`src/common/usdp_pkg.sv`:
```
// Constants, register map and carrier types for the UART shadow data port.
// Assumes a 250 MHz core clock and a 32-bit Avalon-MM slave port with byte addresses.
package usdp_pkg;

   // Clock and serial timing
   localparam int CLK_HZ     = 250_000_000;           // Core clock rate in Hz
   localparam int BAUD_RATE  = 115_200;               // Default line rate in bits per second
   localparam int BIT_CYCLES = CLK_HZ / BAUD_RATE;    // Core cycles per serial bit
   localparam int FIFO_DEPTH = 16;                    // Default FIFO depth in characters
   localparam int DATA_BITS  = 8;                     // Character width

   // Register map, byte addresses
   localparam logic [31:0] SHADOW_BASE   = 32'h5000_1030;  // First of sixteen aliased data words
   localparam logic [31:0] SHADOW_ALIAS1 = 32'h5000_1034;  // Alias 1 of the shadow data word
   localparam int          SHADOW_WORDS  = 16;             // Number of aliased words
   localparam logic [31:0] SHADOW_END    = 32'h5000_1070;  // First byte past the alias block
   localparam logic [31:0] CTRL_ADDR     = 32'h5000_1080;  // Mode control
   localparam logic [31:0] STAT_ADDR     = 32'h5000_1084;  // Line status view
   localparam logic [31:0] IRQ_STAT_ADDR = 32'h5000_1088;  // Sticky event bits, write one to clear
   localparam logic [31:0] IRQ_MASK_ADDR = 32'h5000_108c;  // Event enables

   // Field positions
   localparam int CTRL_FIFO_EN_BIT = 0;   // FIFO enable, as fifo_control_register bit 0
   localparam int CTRL_IR_MODE_BIT = 1;   // Infrared mode select
   localparam int STAT_DR_BIT      = 0;   // data_ready_flag
   localparam int STAT_OVR_BIT     = 1;   // Overrun error, cleared on status read
   localparam int STAT_TX_HOLDING_EMPTY_FLAG_BIT    = 5;   // tx_holding_empty_flag
   localparam int STAT_TXFULL_BIT  = 6;   // Transmit FIFO full
   localparam int IRQ_RX_BIT       = 0;   // Character received
   localparam int IRQ_OVR_BIT      = 1;   // Overrun
   localparam int IRQ_TX_HOLDING_EMPTY_FLAG_BIT     = 2;   // Holding path went empty
   localparam int IRQ_BITS         = 3;   // Number of event bits

   // Reset values
   localparam logic [15:0] SHADOW_RESET = 16'h0000;  // Shadow data word
   localparam logic [1:0]  CTRL_RESET   = 2'h0;      // FIFOs off, normal mode
   localparam logic [2:0]  MASK_RESET   = 3'h0;      // All events masked

   // Avalon-MM request from the master
   typedef struct packed {
      logic        read;        // Read strobe
      logic        write;       // Write strobe
      logic [31:0] address;     // Byte address
      logic [31:0] writedata;   // Write data
      logic [3:0]  byteenable;  // Byte lanes
   } usdp_avl_req_t;

   // Serial inputs from the pins
   typedef struct packed {
      logic sin;     // Normal serial input
      logic sir_in;  // Infrared input, high pulse marks a zero bit
   } usdp_ser_in_t;

   // Serial engine states
   typedef enum logic [1:0] {
      USDP_IDLE  = 2'b00,
      USDP_START = 2'b01,
      USDP_DATA  = 2'b10,
      USDP_STOP  = 2'b11
   } usdp_ser_state_t;

endpackage : usdp_pkg

```
`src/rtl/usdp_shadow_port.sv`:
```
// UART shadow data port: aliased receive/transmit data word with FIFOs and a simple serial engine.
// Assumes an Avalon-MM master that holds each request until waitrequest is sampled low,
// asynchronous pin inputs, and any FIFO depth of one or more.
//
// What this block does
// - Sixteen aliased words reach the data path.
// - Read returns last character from selected input.
// - FIFOs off: new character overwrites, flags overrun.
// - FIFOs on: read returns oldest FIFO entry.
// - Full receive FIFO drops arrival, flags overrun.
// - Written character goes out on selected output.
// - FIFOs off: one write clears holding-empty.
// - FIFOs off: extra write overwrites pending character.
// - FIFOs on: accept up to depth writes.
// - Write to full transmit FIFO is dropped.
`timescale 1ns/100ps
module usdp_shadow_port #(
   parameter int DEPTH      = usdp_pkg::FIFO_DEPTH,   // FIFO depth in characters
   parameter int BIT_CYCLES = usdp_pkg::BIT_CYCLES    // Core cycles per serial bit
) (
   // Clock and reset
   input  wire logic                   core_clk,
   input  wire logic                   reset_n,
   // Avalon-MM slave
   input  wire usdp_pkg::usdp_avl_req_t avs_req,
   output logic [31:0]                 avs_readdata,
   output logic                        avs_waitrequest,
   // Serial pins
   input  wire usdp_pkg::usdp_ser_in_t ser_in,
   output logic                        sout,
   output logic                        sir_out_n,
   // Interrupt
   output logic                        irq
);

   localparam int PW = (DEPTH > 1) ? $clog2(DEPTH) : 1;   // Pointer width
   localparam int CW = $clog2(DEPTH + 1);                 // Count width
   localparam int BW = $clog2(BIT_CYCLES + 1);            // Bit timer width
   localparam logic [PW-1:0] PTR_LAST = PW'(DEPTH - 1);   // Last slot index
   localparam logic [CW-1:0] CNT_FULL = CW'(DEPTH);       // FIFO full count
   localparam logic [CW-1:0] CNT_ONE  = CW'(1);           // Single holding slot
   localparam logic [BW-1:0] TMR_FULL = BW'(BIT_CYCLES - 1);  // One bit period
   localparam logic [BW-1:0] TMR_HALF = BW'(BIT_CYCLES / 2);  // Half a bit period

   // All state of the block
   typedef struct packed {
      logic                      waitreq;     // Avalon waitrequest
      logic [31:0]               rdata;       // Avalon read data
      logic                      pend_pop;    // Latched read will pop the receive head
      logic                      fifo_en;     // FIFO mode
      logic                      ir_mode;     // Infrared mode
      logic [2:0]                irq_mask;    // Event enables
      logic [2:0]                irq_stat;    // Sticky events
      logic                      ovr_flag;    // Overrun shown in line status
      logic                      irq;         // Interrupt output
      logic [DEPTH-1:0][7:0]     rx_mem;      // Receive storage
      logic [PW-1:0]             rx_rd;       // Receive head
      logic [PW-1:0]             rx_wr;       // Receive tail
      logic [CW-1:0]             rx_cnt;      // Receive fill
      logic [DEPTH-1:0][7:0]     tx_mem;      // Transmit storage
      logic [PW-1:0]             tx_rd;       // Transmit head
      logic [PW-1:0]             tx_wr;       // Transmit tail
      logic [CW-1:0]             tx_cnt;      // Transmit fill
      logic [2:0]                rx_sync;     // Pin synchroniser chain
      logic                      rx_line;     // Filtered line level
      usdp_pkg::usdp_ser_state_t rx_st;       // Receiver state
      logic [BW-1:0]             rx_tmr;      // Receiver bit timer
      logic [2:0]                rx_bit;      // Receiver bit index
      logic [7:0]                rx_shift;    // Receiver shifter
      usdp_pkg::usdp_ser_state_t tx_st;       // Transmitter state
      logic [BW-1:0]             tx_tmr;      // Transmitter bit timer
      logic [2:0]                tx_bit;      // Transmitter bit index
      logic [7:0]                tx_shift;    // Transmitter shifter
      logic                      tx_level;    // Line level being sent
      logic                      sout;        // Normal output pin
      logic                      sir_out_n;   // Infrared output pin, active low
   } usdp_state_t;

   usdp_state_t s;        // Registered state
   usdp_state_t n;        // Next state

   // Outputs straight from the state flops
   assign avs_readdata    = s.rdata;
   assign avs_waitrequest = s.waitreq;
   assign sout            = s.sout;
   assign sir_out_n       = s.sir_out_n;
   assign irq             = s.irq;

   // Next-state logic for bus, FIFOs and serial engines
   always_comb begin
      logic        req;          // Any bus request
      logic        effect;       // Edge where the request completes
      logic        shadow_hit;   // Address inside the alias block
      logic        rx_pop;       // Receive head consumed
      logic        rx_push;      // Receiver completed a character
      logic        tx_pop;       // Transmitter took the head
      logic        tx_push;      // Bus wrote a character
      logic [7:0]  rx_char;      // Completed receive character
      logic [2:0]  events;       // Events of this cycle
      logic        raw_in;       // Selected serial input
      logic        mode_change;  // FIFO mode toggled
      n           = s;
      req         = avs_req.read | avs_req.write;
      effect      = req & ~s.waitreq;
      rx_pop      = 1'b0;
      rx_push     = 1'b0;
      tx_pop      = 1'b0;
      tx_push     = 1'b0;
      rx_char     = s.rx_shift;
      events      = 3'h0;
      mode_change = 1'b0;
      // input selected by mode; infrared pulse high means a zero bit
      raw_in      = s.ir_mode ? ~ser_in.sir_in : ser_in.sin;
      shadow_hit  = (avs_req.address >= usdp_pkg::SHADOW_BASE) && (avs_req.address < usdp_pkg::SHADOW_END) &&
                    (avs_req.address[1:0] == 2'h0);

      // Bus phase one: take the request, prepare read data, drop waitrequest
      if (req && s.waitreq) begin
         n.waitreq  = 1'b0;
         n.pend_pop = 1'b0;
         if (avs_req.read) begin
            // Only a read replaces read data, so a write leaves the last answer standing
            n.rdata    = 32'h0000_0000;
            if (shadow_hit) begin
               n.rdata    = {16'h0000, 8'h00, s.rx_mem[s.rx_rd]};
               // head of FIFO; pop only what was actually shown
               n.pend_pop = (s.rx_cnt != '0);
            end else if (avs_req.address == usdp_pkg::CTRL_ADDR) begin
               n.rdata[usdp_pkg::CTRL_FIFO_EN_BIT] = s.fifo_en;
               n.rdata[usdp_pkg::CTRL_IR_MODE_BIT] = s.ir_mode;
            end else if (avs_req.address == usdp_pkg::STAT_ADDR) begin
               // data ready shows valid receive data
               n.rdata[usdp_pkg::STAT_DR_BIT]     = (s.rx_cnt != '0);
               n.rdata[usdp_pkg::STAT_OVR_BIT]    = s.ovr_flag;
               n.rdata[usdp_pkg::STAT_TX_HOLDING_EMPTY_FLAG_BIT]   = (s.tx_cnt == '0);
               n.rdata[usdp_pkg::STAT_TXFULL_BIT] = s.fifo_en ? (s.tx_cnt == CNT_FULL) : (s.tx_cnt == CNT_ONE);
            end else if (avs_req.address == usdp_pkg::IRQ_STAT_ADDR) begin
               n.rdata[usdp_pkg::IRQ_BITS-1:0] = s.irq_stat;
            end else if (avs_req.address == usdp_pkg::IRQ_MASK_ADDR) begin
               n.rdata[usdp_pkg::IRQ_BITS-1:0] = s.irq_mask;
            end else begin
               // Unmapped reads answer zero
               n.rdata = 32'h0000_0000;
            end
         end
      end else if (effect) begin
         // Bus phase two: the access takes effect on this edge
         n.waitreq = 1'b1;
         rx_pop    = s.pend_pop;
         if (avs_req.read && (avs_req.address == usdp_pkg::STAT_ADDR)) begin
            // Reading line status clears the overrun flag
            n.ovr_flag = 1'b0;
         end
         if (avs_req.write && avs_req.byteenable[0]) begin
            if (shadow_hit) begin
               // character queued for the transmitter; upper byte ignored
               tx_push = 1'b1;
            end else if (avs_req.address == usdp_pkg::CTRL_ADDR) begin
               mode_change = (avs_req.writedata[usdp_pkg::CTRL_FIFO_EN_BIT] != s.fifo_en);
               n.fifo_en   = avs_req.writedata[usdp_pkg::CTRL_FIFO_EN_BIT];
               n.ir_mode   = avs_req.writedata[usdp_pkg::CTRL_IR_MODE_BIT];
            end else if (avs_req.address == usdp_pkg::IRQ_STAT_ADDR) begin
               n.irq_stat = s.irq_stat & ~avs_req.writedata[usdp_pkg::IRQ_BITS-1:0];
            end else if (avs_req.address == usdp_pkg::IRQ_MASK_ADDR) begin
               n.irq_mask = avs_req.writedata[usdp_pkg::IRQ_BITS-1:0];
            end
         end
      end

      // Pin synchroniser; a change counts once the last two stages agree
      n.rx_sync = {s.rx_sync[1:0], raw_in};
      if (s.rx_sync[1] == s.rx_sync[2]) begin
         n.rx_line = s.rx_sync[2];
      end

      // Receiver: centre sampling off the bit timer
      n.rx_tmr = (s.rx_tmr != '0) ? s.rx_tmr - BW'(1) : s.rx_tmr;
      case (s.rx_st)
         usdp_pkg::USDP_IDLE: begin
            // Falling edge starts a frame
            if (!s.rx_line) begin
               n.rx_st  = usdp_pkg::USDP_START;
               n.rx_tmr = TMR_HALF;
            end
         end
         usdp_pkg::USDP_START: begin
            // Glitches shorter than half a bit are rejected
            if (s.rx_tmr == '0) begin
               n.rx_st  = s.rx_line ? usdp_pkg::USDP_IDLE : usdp_pkg::USDP_DATA;
               n.rx_tmr = TMR_FULL;
               n.rx_bit = 3'h0;
            end
         end
         usdp_pkg::USDP_DATA: begin
            // Least significant bit first
            if (s.rx_tmr == '0) begin
               n.rx_shift = {s.rx_line, s.rx_shift[7:1]};
               n.rx_bit   = s.rx_bit + 3'h1;
               n.rx_tmr   = TMR_FULL;
               if (s.rx_bit == 3'h7) begin
                  n.rx_st = usdp_pkg::USDP_STOP;
               end
            end
         end
         usdp_pkg::USDP_STOP: begin
            // Frames with a bad stop bit are dropped
            if (s.rx_tmr == '0) begin
               rx_push = s.rx_line;
               n.rx_st = usdp_pkg::USDP_IDLE;
            end
         end
         default: begin
            n.rx_st = usdp_pkg::USDP_IDLE;
         end
      endcase

      // Transmitter: level held for one bit per step
      n.tx_tmr = (s.tx_tmr != '0) ? s.tx_tmr - BW'(1) : s.tx_tmr;
      case (s.tx_st)
         usdp_pkg::USDP_IDLE: begin
            // Head moves to the shifter, freeing the holding path
            n.tx_level = 1'b1;
            if (s.tx_cnt != '0) begin
               tx_pop     = 1'b1;
               n.tx_shift = s.tx_mem[s.tx_rd];
               n.tx_level = 1'b0;
               n.tx_tmr   = TMR_FULL;
               n.tx_st    = usdp_pkg::USDP_START;
            end
         end
         usdp_pkg::USDP_START: begin
            if (s.tx_tmr == '0) begin
               n.tx_level = s.tx_shift[0];
               n.tx_bit   = 3'h0;
               n.tx_tmr   = TMR_FULL;
               n.tx_st    = usdp_pkg::USDP_DATA;
            end
         end
         usdp_pkg::USDP_DATA: begin
            if (s.tx_tmr == '0) begin
               n.tx_shift = {1'b1, s.tx_shift[7:1]};
               n.tx_bit   = s.tx_bit + 3'h1;
               n.tx_tmr   = TMR_FULL;
               n.tx_level = (s.tx_bit == 3'h7) ? 1'b1 : s.tx_shift[1];
               if (s.tx_bit == 3'h7) begin
                  n.tx_st = usdp_pkg::USDP_STOP;
               end
            end
         end
         usdp_pkg::USDP_STOP: begin
            if (s.tx_tmr == '0) begin
               n.tx_st = usdp_pkg::USDP_IDLE;
            end
         end
         default: begin
            n.tx_st = usdp_pkg::USDP_IDLE;
         end
      endcase
      // output pin chosen by mode; idle pin stays high
      n.sout      = s.ir_mode ? 1'b1 : n.tx_level;
      n.sir_out_n = s.ir_mode ? n.tx_level : 1'b1;

      // Receive storage; the pop is applied first so a full store that is read frees a slot
      if (rx_pop) begin
         n.rx_rd  = (s.rx_rd == PTR_LAST) ? '0 : s.rx_rd + PW'(1);
         n.rx_cnt = s.rx_cnt - CW'(1);
      end
      if (rx_push) begin
         if (!s.fifo_en && (s.rx_cnt == CNT_ONE) && !rx_pop) begin
            n.rx_mem[s.rx_rd]        = rx_char;
            events[usdp_pkg::IRQ_OVR_BIT] = 1'b1;
         end else if (s.fifo_en && (s.rx_cnt == CNT_FULL) && !rx_pop) begin
            // stored entries kept, arrival lost, overrun flagged
            events[usdp_pkg::IRQ_OVR_BIT] = 1'b1;
         end else begin
            n.rx_mem[s.rx_wr] = rx_char;
            n.rx_wr           = (s.rx_wr == PTR_LAST) ? '0 : s.rx_wr + PW'(1);
            n.rx_cnt          = n.rx_cnt + CW'(1);
         end
         events[usdp_pkg::IRQ_RX_BIT] = 1'b1;
      end

      // Transmit storage
      if (tx_pop) begin
         n.tx_rd  = (s.tx_rd == PTR_LAST) ? '0 : s.tx_rd + PW'(1);
         n.tx_cnt = s.tx_cnt - CW'(1);
      end
      if (tx_push) begin
         if (!s.fifo_en && (s.tx_cnt == CNT_ONE) && !tx_pop) begin
            n.tx_mem[s.tx_rd] = avs_req.writedata[7:0];
         end else if (s.fifo_en && (s.tx_cnt == CNT_FULL) && !tx_pop) begin
            n.tx_cnt = n.tx_cnt;
         end else begin
            n.tx_mem[s.tx_wr] = avs_req.writedata[7:0];
            n.tx_wr           = (s.tx_wr == PTR_LAST) ? '0 : s.tx_wr + PW'(1);
            n.tx_cnt          = n.tx_cnt + CW'(1);
         end
      end
      // Holding path drained by the transmitter
      if ((s.tx_cnt != '0) && (n.tx_cnt == '0)) begin
         events[usdp_pkg::IRQ_TX_HOLDING_EMPTY_FLAG_BIT] = 1'b1;
      end

      // Switching FIFO mode empties both stores, as a FIFO reset would
      if (mode_change) begin
         n.rx_rd  = '0;
         n.rx_wr  = '0;
         n.rx_cnt = '0;
         n.tx_rd  = '0;
         n.tx_wr  = '0;
         n.tx_cnt = '0;
      end

      // Sticky events; a set in the clearing cycle wins
      n.irq_stat = n.irq_stat | events;
      if (events[usdp_pkg::IRQ_OVR_BIT]) begin
         n.ovr_flag = 1'b1;
      end
      n.irq = |(n.irq_stat & n.irq_mask);
   end

   // State register; reset loads constants only
   always_ff @(posedge core_clk or negedge reset_n) begin
      if (!reset_n) begin
         s           <= '0;
         s.waitreq   <= 1'b1;
         s.rdata     <= {16'h0000, usdp_pkg::SHADOW_RESET};
         s.fifo_en   <= usdp_pkg::CTRL_RESET[usdp_pkg::CTRL_FIFO_EN_BIT];
         s.ir_mode   <= usdp_pkg::CTRL_RESET[usdp_pkg::CTRL_IR_MODE_BIT];
         s.irq_mask  <= usdp_pkg::MASK_RESET;
         s.rx_sync   <= 3'h7;
         s.rx_line   <= 1'b1;
         s.tx_level  <= 1'b1;
         s.sout      <= 1'b1;
         s.sir_out_n <= 1'b1;
      end else begin
         s <= n;
      end
   end

endmodule : usdp_shadow_port

```
`config.mk`:
```
export PLATFORM = sky130hd
export DESIGN_NAME = usdp_shadow_port
export DESIGN_NICKNAME = d
export VERILOG_FILES = /design/src/common/usdp_pkg.sv /design/src/rtl/usdp_shadow_port.sv
export SDC_FILE = /design/constraint.sdc
export NUM_CORES = 1
export LEC_CHECK = 0
export BUFFER_PORTS_ARGS = -buffer_cell sky130_fd_sc_hd__buf_2
export CAP_MARGIN = 0
export CORE_MARGIN = 8
export CORE_UTILIZATION = 30
export DETAILED_ROUTE_END_ITERATION = 8
export PLACE_DENSITY = 0.41
export SYNTH_ARGS = -nofsm -noshare
export SYNTH_HDL_FRONTEND = slang
export SYNTH_SLANG_ARGS = --single-unit
```
`constraint.sdc`:
```
create_clock -name core_clk -period 3.86 [get_ports core_clk]
set_clock_uncertainty 0.15 [all_clocks]
set_input_delay 0 -clock core_clk [delete_from_list [all_inputs] [get_ports core_clk]]
set_output_delay 0 -clock core_clk [all_outputs]
set_load 0.005 [all_outputs]
```
==> reports/qor.csv <==
metric,value,unit
die area,69040,um2
ANT nets after route,0,
total clock buffers created by CTS,43,
root buffer cell,clkbuf_16,
drt via density,5.067,
layout cell share with drive strength beyond 1,35.76,%
sequential fraction of the synthesis area,49.23,%
H-tree levels,2,
Fill cells,5847,
critical path's slowest cell,dlygate4sd3_1,
I/O pins,110,
unrepaired setup endpoints after global routing,no,
top_reg_cell synth,dfrtp_1,
Tcrit/Tclk final,97.02,%
top achievable clock speed,267.0,MHz
Placed Area,19430,um2
initial core utilization,30.32,%
largest net degree at the start of global routing,91,
crit path launch type,input pin,
PD cells,378.2,nW/um2
CTS sink count,359,
initial antenna violation count,0,
WP data required,4.18,ns
drt drc,0,
TritonCTS clock tree,yes,
"commonest non-fill, non-tap cell in the layout",dfrtp_1,
vias,11880,
CP peak stage delay,0.61,ns
outcome,"complete, no violations",
crit path max fanout,4,
Syn. warnings,0,
worst-skew pair later-pin latency,0.58,ns
Fin Setup TNS,0,ns
Fin. Hold Viols,0,
cell count after placement,2232,
most frequent cells in the layout,"dfrtp_1, mux2_2, nand2_1",
Yosys reg bits,359,
Post-Syn Area,18270,um2
Max Slew Vio Count,0,
cell mode on critical path,dlygate4sd3_1,
CP top delay family,buffers and inverters,
Die Y,262.8,um
syn avg cell area,12.68,um2
CP Data Arrival Time,4.07,ns
Nets,1635,
Worst Max-Slew Pin Slew,0.8813,ns
wire length per cell,19.99,um
Yosys cell types,75,
Ant. Diodes,0,
area grow syn2layout,15.83,%
Max clock buf depth,3,
share of the synthesized area in the top cell type,48.08,%
Crit Path Class,input pin to flop,
HP Class,input pin to flop,
row cnt,90,
Period minus WS final,3.745,ns
worst IR drop on VDD,0.0002273,V
vias in the first global route,12210,
"critical path, cell by cell",dlygate4sd3_1 > buf_2 > nor4_1 > dlygate4sd3_1 > nand2_1 > dlygate4sd3_1 > nor3_1 > nand3_1 > or3b_2 > dlygate4sd3_1 > a21o_1,
max-cap violations,0,
number of synthesized flops with an enable pin,0,
synth top area cells,"dfrtp_1, mux2_2, mux4_2, ha_1, nand2_1",
Total GRT Usage,13.54,%
Die X,262.8,um
largest area contributor in the netlist,dfrtp_1,
"Async S/R FF share, synth",100.0,%
Final Instance Area,21160,um2
Post-Layout Cell Count,2345,
postcts setup bufs,0,
slew margin rel.,41.25,%
crit end category,flop,
Storage cell area,8996,um2
Leakage,9.840,nW
drt initial violations,724,
grt total ovfl,0,
routed wire length,46870,um
hpwl dp,30510,um
multi-input logic area,8688,um2
First-pass DRT Iterations,6,
Buf/Inv on CP,5,
register clock-pin slew on the reported worst setup and hold paths,0.06,ns
"Power, Total",0.008003,W
first-pass GRT wire length,74640,um
core area,60250,um2
final core utilization,35.12,%
# port buffers,58,
GP Congestion,0.7833,
count of final setup violators,0,
Cells after Synth,1441,
## cells by family (layout without fill, tap and decap cells)
kind of cell / Yosys count / count (layout) / share of synthesized area (%)
and+or+nand+nor: 373 / 373 / 10.80
AOI/OAI and AO/OA: 151 / 151 / 5.514
buffers and inverters: 136 / 235 / 3.692
xor gates and xnor gates: 32 / 32 / 1.534
other: 1 / 24 / 0.02053
DFF: 359 / 359 / 49.23
adders and majority gates: 33 / 33 / 2.233
muxes: 356 / 356 / 26.97
## registers in the layout, indices dropped and copies added, names as in the netlist
name,cells
avs_readdata,8
avs_waitrequest,1
irq,1
n,2
s,345
sir_out_n,1
sout,1
## area by class of cell
cell class	instances	area share, %
sequential	359	42.52
multi-input combinational	969	41.06
clock buffer	68	5.907
timing repair buffer	132	4.896
tap	782	4.624
clock inverter	10	0.5263
inverter	25	0.4672
## worst paths after layout
kind	endpoint	slack, ns	startpoint	cells after the start
worst max-delay path	s[340]$_DFFE_PN0P_	0.11	avs_req[57]	11
worst min-delay path	irq$_DFF_PN0_	0.04	avs_req[56]	7
worst max register to register	irq$_DFF_PN0_	0.54	s[57]$_DFF_PN0_	11
worst min register to register	n[56]$_DFF_PN1_	0.21	n[55]$_DFF_PN1_	0
max in group asynchronous	s[178]$_DFFE_PN0P_	2.51	reset_n	4
min in group asynchronous	avs_waitrequest$_DFFE_PN1P_	0.47	reset_n	3
## worst min-delay path: cells and delay by family
family,cells,cell delay (ns)
AO/OA/AOI/OAI,3,0.41
AND/OR/NAND/NOR,3,0.26
buffers and inverters,1,0.08
## cell usage after synthesis, drive strengths merged, types with 12 or more instances
master / number
nor2b: 12
nand4: 17
ha: 31
nor4: 12
clkbuf: 49
nor2: 63
mux4: 82
dfrtp: 351
buf: 62
nand3: 64
inv: 24
nand2: 119
mux2: 270
xnor2: 22
nor3: 27
a21oi: 37
o21ai: 49
## metal layers
| metal | GRT usage [%] | vias to the layer above | routed length, um |
|---|---|---|---|
| met5 | 0 | - | 0 |
| met4 | 3.172 | 0 | 845 |
| met3 | 2.554 | 58 | 2011 |
| met2 | 20.61 | 243 | 20820 |
| met1 | 19.71 | 6150 | 23190 |
| li1 | - | 5432 | - |
## where the power goes
group	total, W	switching [W]	internal, W
registers	0.00381	0.0000210	0.00379
clock network	0.00390	0.00165	0.00225
logic	0.000293	0.000199	0.0000942
## stage by stage
stage	hold WS, ns	worst slack (ns)
floorplan	-0.4456	0.8641
detailed placement	-0.05092	0.4990
finish	0.04170	0.1149
global route	0.07625	0.01551
global placement	-0.05706	0.5845
CTS	0.006347	0.1757
## repair_timing
action,CTS,global route
gates resized for setup,0,0
hold endpoints to repair,412,0
hold buffers,35,0
Note: power is estimated with default switching activity, not from simulation.
